**config.mk**
```make
export PLATFORM = sky130hd
export DESIGN_NAME = edge_count_led_current_control
export DESIGN_NICKNAME = d
export VERILOG_FILES = /design/src/logic/led_ctl_pkg.sv /design/src/logic/edge_count_led_current_control.sv /design/src/logic/led_duty_divider.sv
export SDC_FILE = /design/constraint.sdc
export NUM_CORES = 1
export LEC_CHECK = 0
export ABC_AREA = 1
export BUFFER_PORTS_ARGS = -buffer_cell sky130_fd_sc_hd__buf_2
export CORE_ASPECT_RATIO = 2
export CORE_MARGIN = 3
export CORE_UTILIZATION = 30
export DETAILED_ROUTE_END_ITERATION = 7
export PLACE_DENSITY = 0.41
export RECOVER_POWER = 50
export SLEW_MARGIN = 30
export SYNTH_ARGS = -nofsm -noshare
export SYNTH_HDL_FRONTEND = slang
export SYNTH_SLANG_ARGS = --single-unit
```
**constraint.sdc**
```tcl
create_clock -name clk -period 4 [get_ports clk]
set_clock_uncertainty 0.15 [all_clocks]
set_input_delay 0.4 -clock clk [delete_from_list [all_inputs] [get_ports clk]]
set_output_delay 0.4 -clock clk [all_outputs]
set_load 0.01 [all_outputs]
```
**src/logic/led_ctl_pkg.sv**
```systemverilog
`default_nettype none
package led_ctl_pkg;
  // Core clock and timing figures
  localparam longint CLK_HZ = 40_000_000;
  localparam longint US_PER_S = 1_000_000;
  localparam longint T_OFF_US = 500;
  localparam longint LATCH_PAUSE_TIME_US = 500;
  // Least times round up to whole cycles
  localparam int OFF_CYCLES = int'((T_OFF_US * CLK_HZ + US_PER_S - 1) / US_PER_S);
  localparam int LAT_CYCLES = int'((LATCH_PAUSE_TIME_US * CLK_HZ + US_PER_S - 1) / US_PER_S);

  // Timer and measurement widths
  localparam int TMR_W = 16;
  localparam int NUM_W = 20;
  localparam int LVL_W = 5;
  localparam int CHANNELS = 3;

  // Variant strap codes
  localparam logic [1:0] VAR_16STEP = 2'h0;
  localparam logic [1:0] VAR_8STEP = 2'h1;
  localparam logic [1:0] VAR_DUTY = 2'h2;

  // Step counts and level scale, level unit is full scale / 30
  localparam logic [4:0] STEPS_16 = 5'h10;
  localparam logic [4:0] STEPS_8 = 5'h08;
  localparam logic [4:0] LVL_FULL = 5'h1E;
  localparam logic [4:0] LVL_LSB = 5'h01;
  localparam logic [5:0] LVL16_BASE = 6'h20;
  localparam logic [5:0] LVL8_BASE = 6'h22;
  localparam logic [4:0] DUTY_SLOPE = 5'h1D;
  localparam logic [2:0] DIV_TOP_BIT = 3'h4;

  // Control line states
  typedef enum logic [2:0] {
    ST_OFF = 3'b001,
    ST_COUNT = 3'b010,
    ST_ON = 3'b100
  } state_t;
endpackage
`default_nettype wire

```
**src/logic/edge_count_led_current_control.sv**
```systemverilog
`timescale 1ns/1ps
`default_nettype none
// Notes on behaviour
// - Setting register changes only from counted rising edges or shutdown.
// - Host holds line high 500 us after burst; the step variants apply the level only then.
// - Line low longer than 500 us shuts all current outputs off.
// - Entering shutdown clears the setting register to zero.
// - In the step variants the first rising edge from shutdown selects the maximum current step; the duty variant sets step 0.
// - In the step variants every further rising edge advances the register one step lower until the last step, where it holds.
// - Sixteen-step variant: steps 1..16 give 20.1 down to 0.67 mA.
// - Eight-step variant: steps 1..8 use every second sixteen-step level.
// - Duty variant: current follows duty cycle, least step is full scale / 30.
// - Duty 100% down to 10% maps roughly linearly to 20 down to 2.6 mA.
// - Duty variant shuts down after the line stays low 500 us.
// - At 25 kHz the duty profile gives about 10.4 mA at 50%.
module edge_count_led_current_control
#(
  parameter int unsigned OFF_CYCLES = led_ctl_pkg::OFF_CYCLES,
  parameter int unsigned LAT_CYCLES = led_ctl_pkg::LAT_CYCLES
)
(
  // Clock and reset
  input wire logic clk,
  input wire logic rst,
  // Enable and programming pin
  input wire logic ctl_line,
  // Variant strap
  input wire logic [1:0] variant_sel,
  // Current drive
  output logic [led_ctl_pkg::CHANNELS-1:0] led_current_outputs,
  output logic [led_ctl_pkg::LVL_W-1:0] current_level,
  output logic [led_ctl_pkg::LVL_W-1:0] step_data
);
  localparam logic [15:0] OFF_LIM = 16'(OFF_CYCLES);
  localparam logic [15:0] LAT_LIM = 16'(LAT_CYCLES);

  logic [2:0] sync1;
  logic [2:0] sync2;
  logic line_prev;
  logic [15:0] low_cnt;
  logic [15:0] hi_cnt;
  logic [15:0] per_cnt;
  logic [15:0] high_len;
  logic armed;
  led_ctl_pkg::state_t state;
  led_ctl_pkg::state_t next_state;
  logic [4:0] next_data;
  logic [4:0] next_level;
  logic next_armed;
  logic [4:0] quotient;
  logic div_done;

  // Pin and strap pass two flops before anything looks at them
  always_ff @(posedge clk)
  begin
    if (rst)
    begin
      sync1 <= 3'h0;
      sync2 <= 3'h0;
      line_prev <= 1'b0;
    end
    else
    begin
      sync1 <= {variant_sel, ctl_line};
      sync2 <= sync1;
      line_prev <= sync2[0];
    end
  end

  // Edge and variant decode
  wire line = sync2[0];
  wire [1:0] variant = sync2[2:1];
  wire rise = line & ~line_prev;
  wire fall = ~line & line_prev;
  wire duty = (variant == led_ctl_pkg::VAR_DUTY);
  wire [4:0] step_max = (variant == led_ctl_pkg::VAR_8STEP) ? led_ctl_pkg::STEPS_8 :
                        led_ctl_pkg::STEPS_16;

  // Timeout strobes fire once, in the cycle the limit is reached
  wire off_hit = ~line & (low_cnt == OFF_LIM - 16'h0001);
  wire lat_hit = line & (hi_cnt == LAT_LIM - 16'h0001);

  // Low and high timers; the high timer restarts at every rising edge
  always_ff @(posedge clk)
  begin
    if (rst || line)
      low_cnt <= 16'h0000;
    else if (low_cnt != OFF_LIM)
      low_cnt <= low_cnt + 16'h0001;
  end

  always_ff @(posedge clk)
  begin
    if (rst || !line)
      hi_cnt <= 16'h0000;
    else if (hi_cnt != LAT_LIM)
      hi_cnt <= hi_cnt + 16'h0001;
  end

  // Period and high-time capture for the duty variant
  always_ff @(posedge clk)
  begin
    if (rst || rise)
      per_cnt <= 16'h0001;
    else if (per_cnt != 16'hFFFF)
      per_cnt <= per_cnt + 16'h0001;
  end

  always_ff @(posedge clk)
  begin
    if (rst)
      high_len <= 16'h0000;
    else if (fall)
      high_len <= hi_cnt;
  end

  // Step advance saturates at the variant's last step
  wire [4:0] data_adv = (step_data == step_max) ? step_data : step_data + 5'h01;

  // Serial level tables in units of full scale / 30
  wire [5:0] lvl16_raw = led_ctl_pkg::LVL16_BASE - {step_data, 1'b0};
  wire [5:0] lvl8_raw = led_ctl_pkg::LVL8_BASE - {step_data[3:0], 2'b00};
  wire [4:0] lvl16 = (step_data == led_ctl_pkg::STEPS_16) ? led_ctl_pkg::LVL_LSB :
                     lvl16_raw[4:0];
  wire [4:0] serial_level = (variant == led_ctl_pkg::VAR_8STEP) ? lvl8_raw[4:0] : lvl16;

  // Duty level is 29 * duty + 1, never above full scale
  wire [4:0] q_plus = quotient + 5'h01;
  wire [4:0] duty_level = (quotient >= led_ctl_pkg::DUTY_SLOPE) ? led_ctl_pkg::LVL_FULL :
                          q_plus;
  wire div_start = duty & rise & armed & (state != led_ctl_pkg::ST_OFF);
  wire [19:0] duty_num = {4'h0, high_len} * {15'h0000, led_ctl_pkg::DUTY_SLOPE};

  // Fractional duty by division; a period takes at least 800 cycles, the divider six
  led_duty_divider u_div
  (
    .clk(clk),
    .rst(rst),
    .start(div_start),
    .num(duty_num),
    .den(per_cnt),
    .quotient(quotient),
    .done(div_done)
  );

  // Line state machine shared by both interface styles
  always_comb
  begin
    next_state = state;
    next_data = step_data;
    next_level = current_level;
    next_armed = armed;
    unique case (state)
      led_ctl_pkg::ST_OFF:
      begin
        if (rise)
        begin
          next_state = led_ctl_pkg::ST_COUNT;
          next_data = duty ? 5'h00 : 5'h01;
          next_armed = 1'b1;
        end
      end
      led_ctl_pkg::ST_COUNT, led_ctl_pkg::ST_ON:
      begin
        if (off_hit)
        begin
          next_state = led_ctl_pkg::ST_OFF;
          next_data = 5'h00;
          next_level = 5'h00;
          next_armed = 1'b0;
        end
        else if (duty)
        begin
          if (lat_hit)
          begin
            next_state = led_ctl_pkg::ST_ON;
            next_level = led_ctl_pkg::LVL_FULL;
            next_armed = 1'b0;
          end
          else if (div_done)
          begin
            next_state = led_ctl_pkg::ST_ON;
            next_level = duty_level;
          end
          else if (rise)
            next_armed = 1'b1;
        end
        else if (rise)
        begin
          next_state = led_ctl_pkg::ST_COUNT;
          next_data = data_adv;
        end
        else if (lat_hit && state == led_ctl_pkg::ST_COUNT)
        begin
          next_state = led_ctl_pkg::ST_ON;
          next_level = serial_level;
        end
      end
      default:
      begin
        next_state = led_ctl_pkg::ST_OFF;
        next_data = 5'h00;
        next_level = 5'h00;
        next_armed = 1'b0;
      end
    endcase
  end

  // Reset lands in shutdown with the register cleared
  always_ff @(posedge clk)
  begin
    if (rst)
    begin
      state <= led_ctl_pkg::ST_OFF;
      step_data <= 5'h00;
      current_level <= 5'h00;
      armed <= 1'b0;
      led_current_outputs <= 3'h0;
    end
    else
    begin
      state <= next_state;
      step_data <= next_data;
      current_level <= next_level;
      armed <= next_armed;
      led_current_outputs <= {led_ctl_pkg::CHANNELS{next_level != 5'h00}};
    end
  end
endmodule
`default_nettype wire

```
**src/logic/led_duty_divider.sv**
```systemverilog
`timescale 1ns/1ps
`default_nettype none
module led_duty_divider
(
  // Clock and reset
  input wire logic clk,
  input wire logic rst,
  // Request
  input wire logic start,
  input wire logic [led_ctl_pkg::NUM_W-1:0] num,
  input wire logic [led_ctl_pkg::TMR_W-1:0] den,
  // Answer
  output logic [led_ctl_pkg::LVL_W-1:0] quotient,
  output logic done
);
  logic busy;
  logic [2:0] idx;
  logic [led_ctl_pkg::NUM_W-1:0] rem;
  logic [led_ctl_pkg::NUM_W-1:0] den_q;
  logic [led_ctl_pkg::NUM_W-1:0] trial;
  logic fits;

  // Divisor is held from the start; the period counter restarts on that same edge
  assign trial = den_q << idx;
  assign fits = (rem >= trial);

  // Restoring division, one quotient bit a cycle; quotient never exceeds 29
  always_ff @(posedge clk)
  begin
    if (rst)
    begin
      busy <= 1'b0;
      idx <= 3'h0;
      rem <= '0;
      den_q <= '0;
      quotient <= '0;
      done <= 1'b0;
    end
    else
    begin
      done <= 1'b0;
      if (start)
      begin
        busy <= 1'b1;
        idx <= led_ctl_pkg::DIV_TOP_BIT;
        rem <= num;
        den_q <= {4'h0, den};
        quotient <= '0;
      end
      else if (busy)
      begin
        if (fits)
        begin
          rem <= rem - trial;
          quotient[idx] <= 1'b1;
        end
        if (idx == 3'h0)
        begin
          busy <= 1'b0;
          done <= 1'b1;
        end
        else
        begin
          idx <= idx - 3'h1;
        end
      end
    end
  end
endmodule
`default_nettype wire

```
==> impl_results.md <==
- WHS: between 0.03 and 0.04 ns
- Cts bufs inserted: 17
- I/O pin count: 18
- Vias in the first global route: ~9,100
- Register area: 2640 µm²
- Synth warnings: 0
- Minimum clock period: roughly 3.7 ns
- DRT Pass-1 Iters: 5
- CP max FO: 4
- Clk buf depth: 2
- Synth-to-Final Area Change: 13.0%
- Die Span Y: around 260 µm
- Resized cells post-CTS: 0
- Slew Viols, Final: 0
- Syn Nets: approximately 1,600
- 1st-iter DRT viols: 348
- Number of diodes: 0
- Synth top area cells: dfxtp_1 (27%), nand2_1 (12%), ha_1 (9.0%)
- Crit share post-route: 0.928
- Drc violations: 0
- Crit path capture type: flop
- Post-Syn Area: a little under 10,000 µm²
- Cell Chain, Critical Path: inv_1, fa_1, inv_1, ha_1, fa_1, ha_1, a21oi_1, nand2_1, nand2_1, nand3_1, nand2_1, nand3_1, a21oi_1, o21ai_1, buf_4, nand2_1, nor2_1, nor2_1
- Num rows: 92
- Met3 Use GR: 0.0270
- First-pass GRT wire length: around 48,000 µm
- Leakage power: roughly 5.4 nW
- Global routing's busiest layer: met2
- Post-CTS Setup Bufs: 0
- Post-synth EDFFs: 0
- Final Power: 3.59 mW
- Nets: approximately 1,600
- Worst-margin pin slew: between 1 and 1.5 ns
- Placed insts: 1,894
- Placed Area: 10,400 µm²
- CP max stage delay: roughly 0.54 ns
- DP Worst Slack: 0.295 ns
- Clk_lat worst skew: around 0.44 ns
- Final instance area: roughly 11,000 µm²
- Overflow after GRT: 0
- List of most frequent post-synthesis cells: nand2_1 (299), inv_1 (216), nor2_1 (169)
- Routed via count: about 9,100
- Worst slew margin: 0.0454
- WS Path Type: flop to flop
- Clock-pin slew on the worst setup and hold paths: around 0.070 ns
- WL final: between 20,000 and 30,000 µm
- Core area: about 32,000 µm²
- Initial antenna violation count: 0
- Die area: between 30,000 and 40,000 µm²
- Fin worst setup slack: ~0.29 ns
- GR Util met2: 0.363
- H-Tree Depth: 4
- Pwr/cell area: approximately 330 nW/µm²
- Syn Inst Count: approximately 1,500
- Initial Utilization: 0.307
- Outcome: complete, no violations
- Setup TNS: 0 ns
- # port buffers: 17
- CP max-delay cell: fa_1
- Avg Synthesized Cell Area: between 6 and 7 µm²
- Post-synth top flop: dfxtp_1
- Peak VDD IR: approximately 0.30 mV
- CTS tree: done
- Overall Global Routing Usage: 0.175
- Synth area leader: dfxtp_1
- Filler cells: 3,593
- RSZ-0062 raised after global routing: no
- Yosys cell types: 48
- Final Setup Violations: 0
- Share of cells above drive strength 1: 0.0698
- Final ANT Viol Nets: 0
- Most used cell along the critical path: nand2_1
- Worst Path Arrival: just under 4 ns
- Worst path required time: 4.23 ns
- Die X: around 130 µm
- Count leader, synth: nand2_1
- DP HPWL: 24,000 µm
- Gp weighted congestion: roughly 0.86
- Area of the multi-input gates: 6030 µm²
- Hold WC Path Type: input port to flop
- CTS root buf: clkbuf_16
- Endpoints failing hold: 0
- Vias/cell: around 4.7
- Share of the synthesized area in the top cell type: 0.271
- CTS Hold Bufs: 1
- Largest net degree at the start of global routing: 36
- Async set or reset register ratio after synthesis: 0
- Sequential-to-total area share from yosys stat: 0.271
- Post-layout util: 0.346
- Clock sinks: approximately 130
- WL per Instance: about 15 µm
- Met1 Use GR: 0.165
- Startpoint types: flop
- Fmax: about 270 MHz
- FF+latch count, synth: approximately 130
- Max-Cap Viols: 0
- Fin cells: between 1,500 and 2,000
[registers in the layout, summed over array words and instances (netlist names)]
name,count
armed,1
current_level,5
hi_cnt,16
high_len,16
led_current_outputs,1
line_prev,1
low_cnt,16
per_cnt,16
state,3
step_data,5
sync1,3
sync2,3
u_div.busy,1
u_div.den_q,16
u_div.done,1
u_div.idx,3
u_div.quotient,5
u_div.rem,20
[metal layers]
metal | vias up | part of all wire
met4 | 0 | 0.036
met2 | 95 | 0.58
met5 | - | 0
li1 | 4771 | -
met1 | 4149 | 0.36
met3 | 42 | 0.018
[report_power, final]
group | switching, mW | internal (mW)
registers | 0.0396 | 1.35
logic | 0.370 | 0.177
clock network | 0.688 | 0.963
total | 1.10 | 2.49
[critical path, delay by kind of cell, from the launching register on]
kind | cells | cell delay (ns)
adders and majority gates | 4 | 1.73
and+or+nand+nor | 8 | 0.73
DFF | 1 | 0.38
AOI/OAI and AO/OA | 3 | 0.35
buffers and inverters | 3 | 0.33
[layout make-up]
class                           instances  area share
Timing Repair Buffer                   47      0.0292
Clock buffer                           20      0.0415
Tap cell                              423      0.0481
Sequential cell                       132       0.240
Multi-Input combinational cell       1057       0.548
Clock inverter                         12      0.0132
Inverter                              236      0.0805
[final timing paths]
path / cells past startpoint / endpoint / from / slack, ns
setup / recovery: 18 / u_div.rem[12] / high_len[2] / 0.29
hold / removal: 3 / sync1[2] / variant_sel[1] / 0.03
setup reg to reg: 18 / u_div.rem[12] / high_len[2] / 0.29
hold reg to reg: 2 / sync2[1] / sync1[1] / 0.25
[cell usage in the layout, fill, tap and decap left out, types with 4 or more instances in the layout]
| cell type | count |
|---|---|
| nor3_1 | 22 |
| o21ai_1 | 40 |
| nand3b_1 | 8 |
| clkbuf_1 | 18 |
| nor3_2 | 5 |
| mux2i_1 | 6 |
| clkbuf_16 | 17 |
| nand4_1 | 12 |
| a21oi_1 | 120 |
| clkinv_4 | 4 |
| o21ai_0 | 97 |
| ha_1 | 70 |
| o21a_1 | 11 |
| buf_4 | 23 |
| or2_2 | 6 |
| nand3_1 | 90 |
| xor2_1 | 18 |
| nand2_2 | 5 |
| nand2_1 | 301 |
| fa_1 | 28 |
| dfxtp_1 | 132 |
| xnor2_1 | 10 |
| inv_1 | 216 |
| inv_6 | 4 |
| nor2_1 | 171 |
| inv_2 | 17 |
[logic make-up after synthesis]
kind of cell / share of synthesized area
AO/OA/AOI/OAI: 0.157
XOR/XNOR: 0.0252
adder cells (fa/ha/maj): 0.147
buffers and inverters: 0.109
flip-flops: 0.271
multiplexers: 0.00617
AND/OR/NAND/NOR: 0.284
Power figures use the tool's default switching activity.
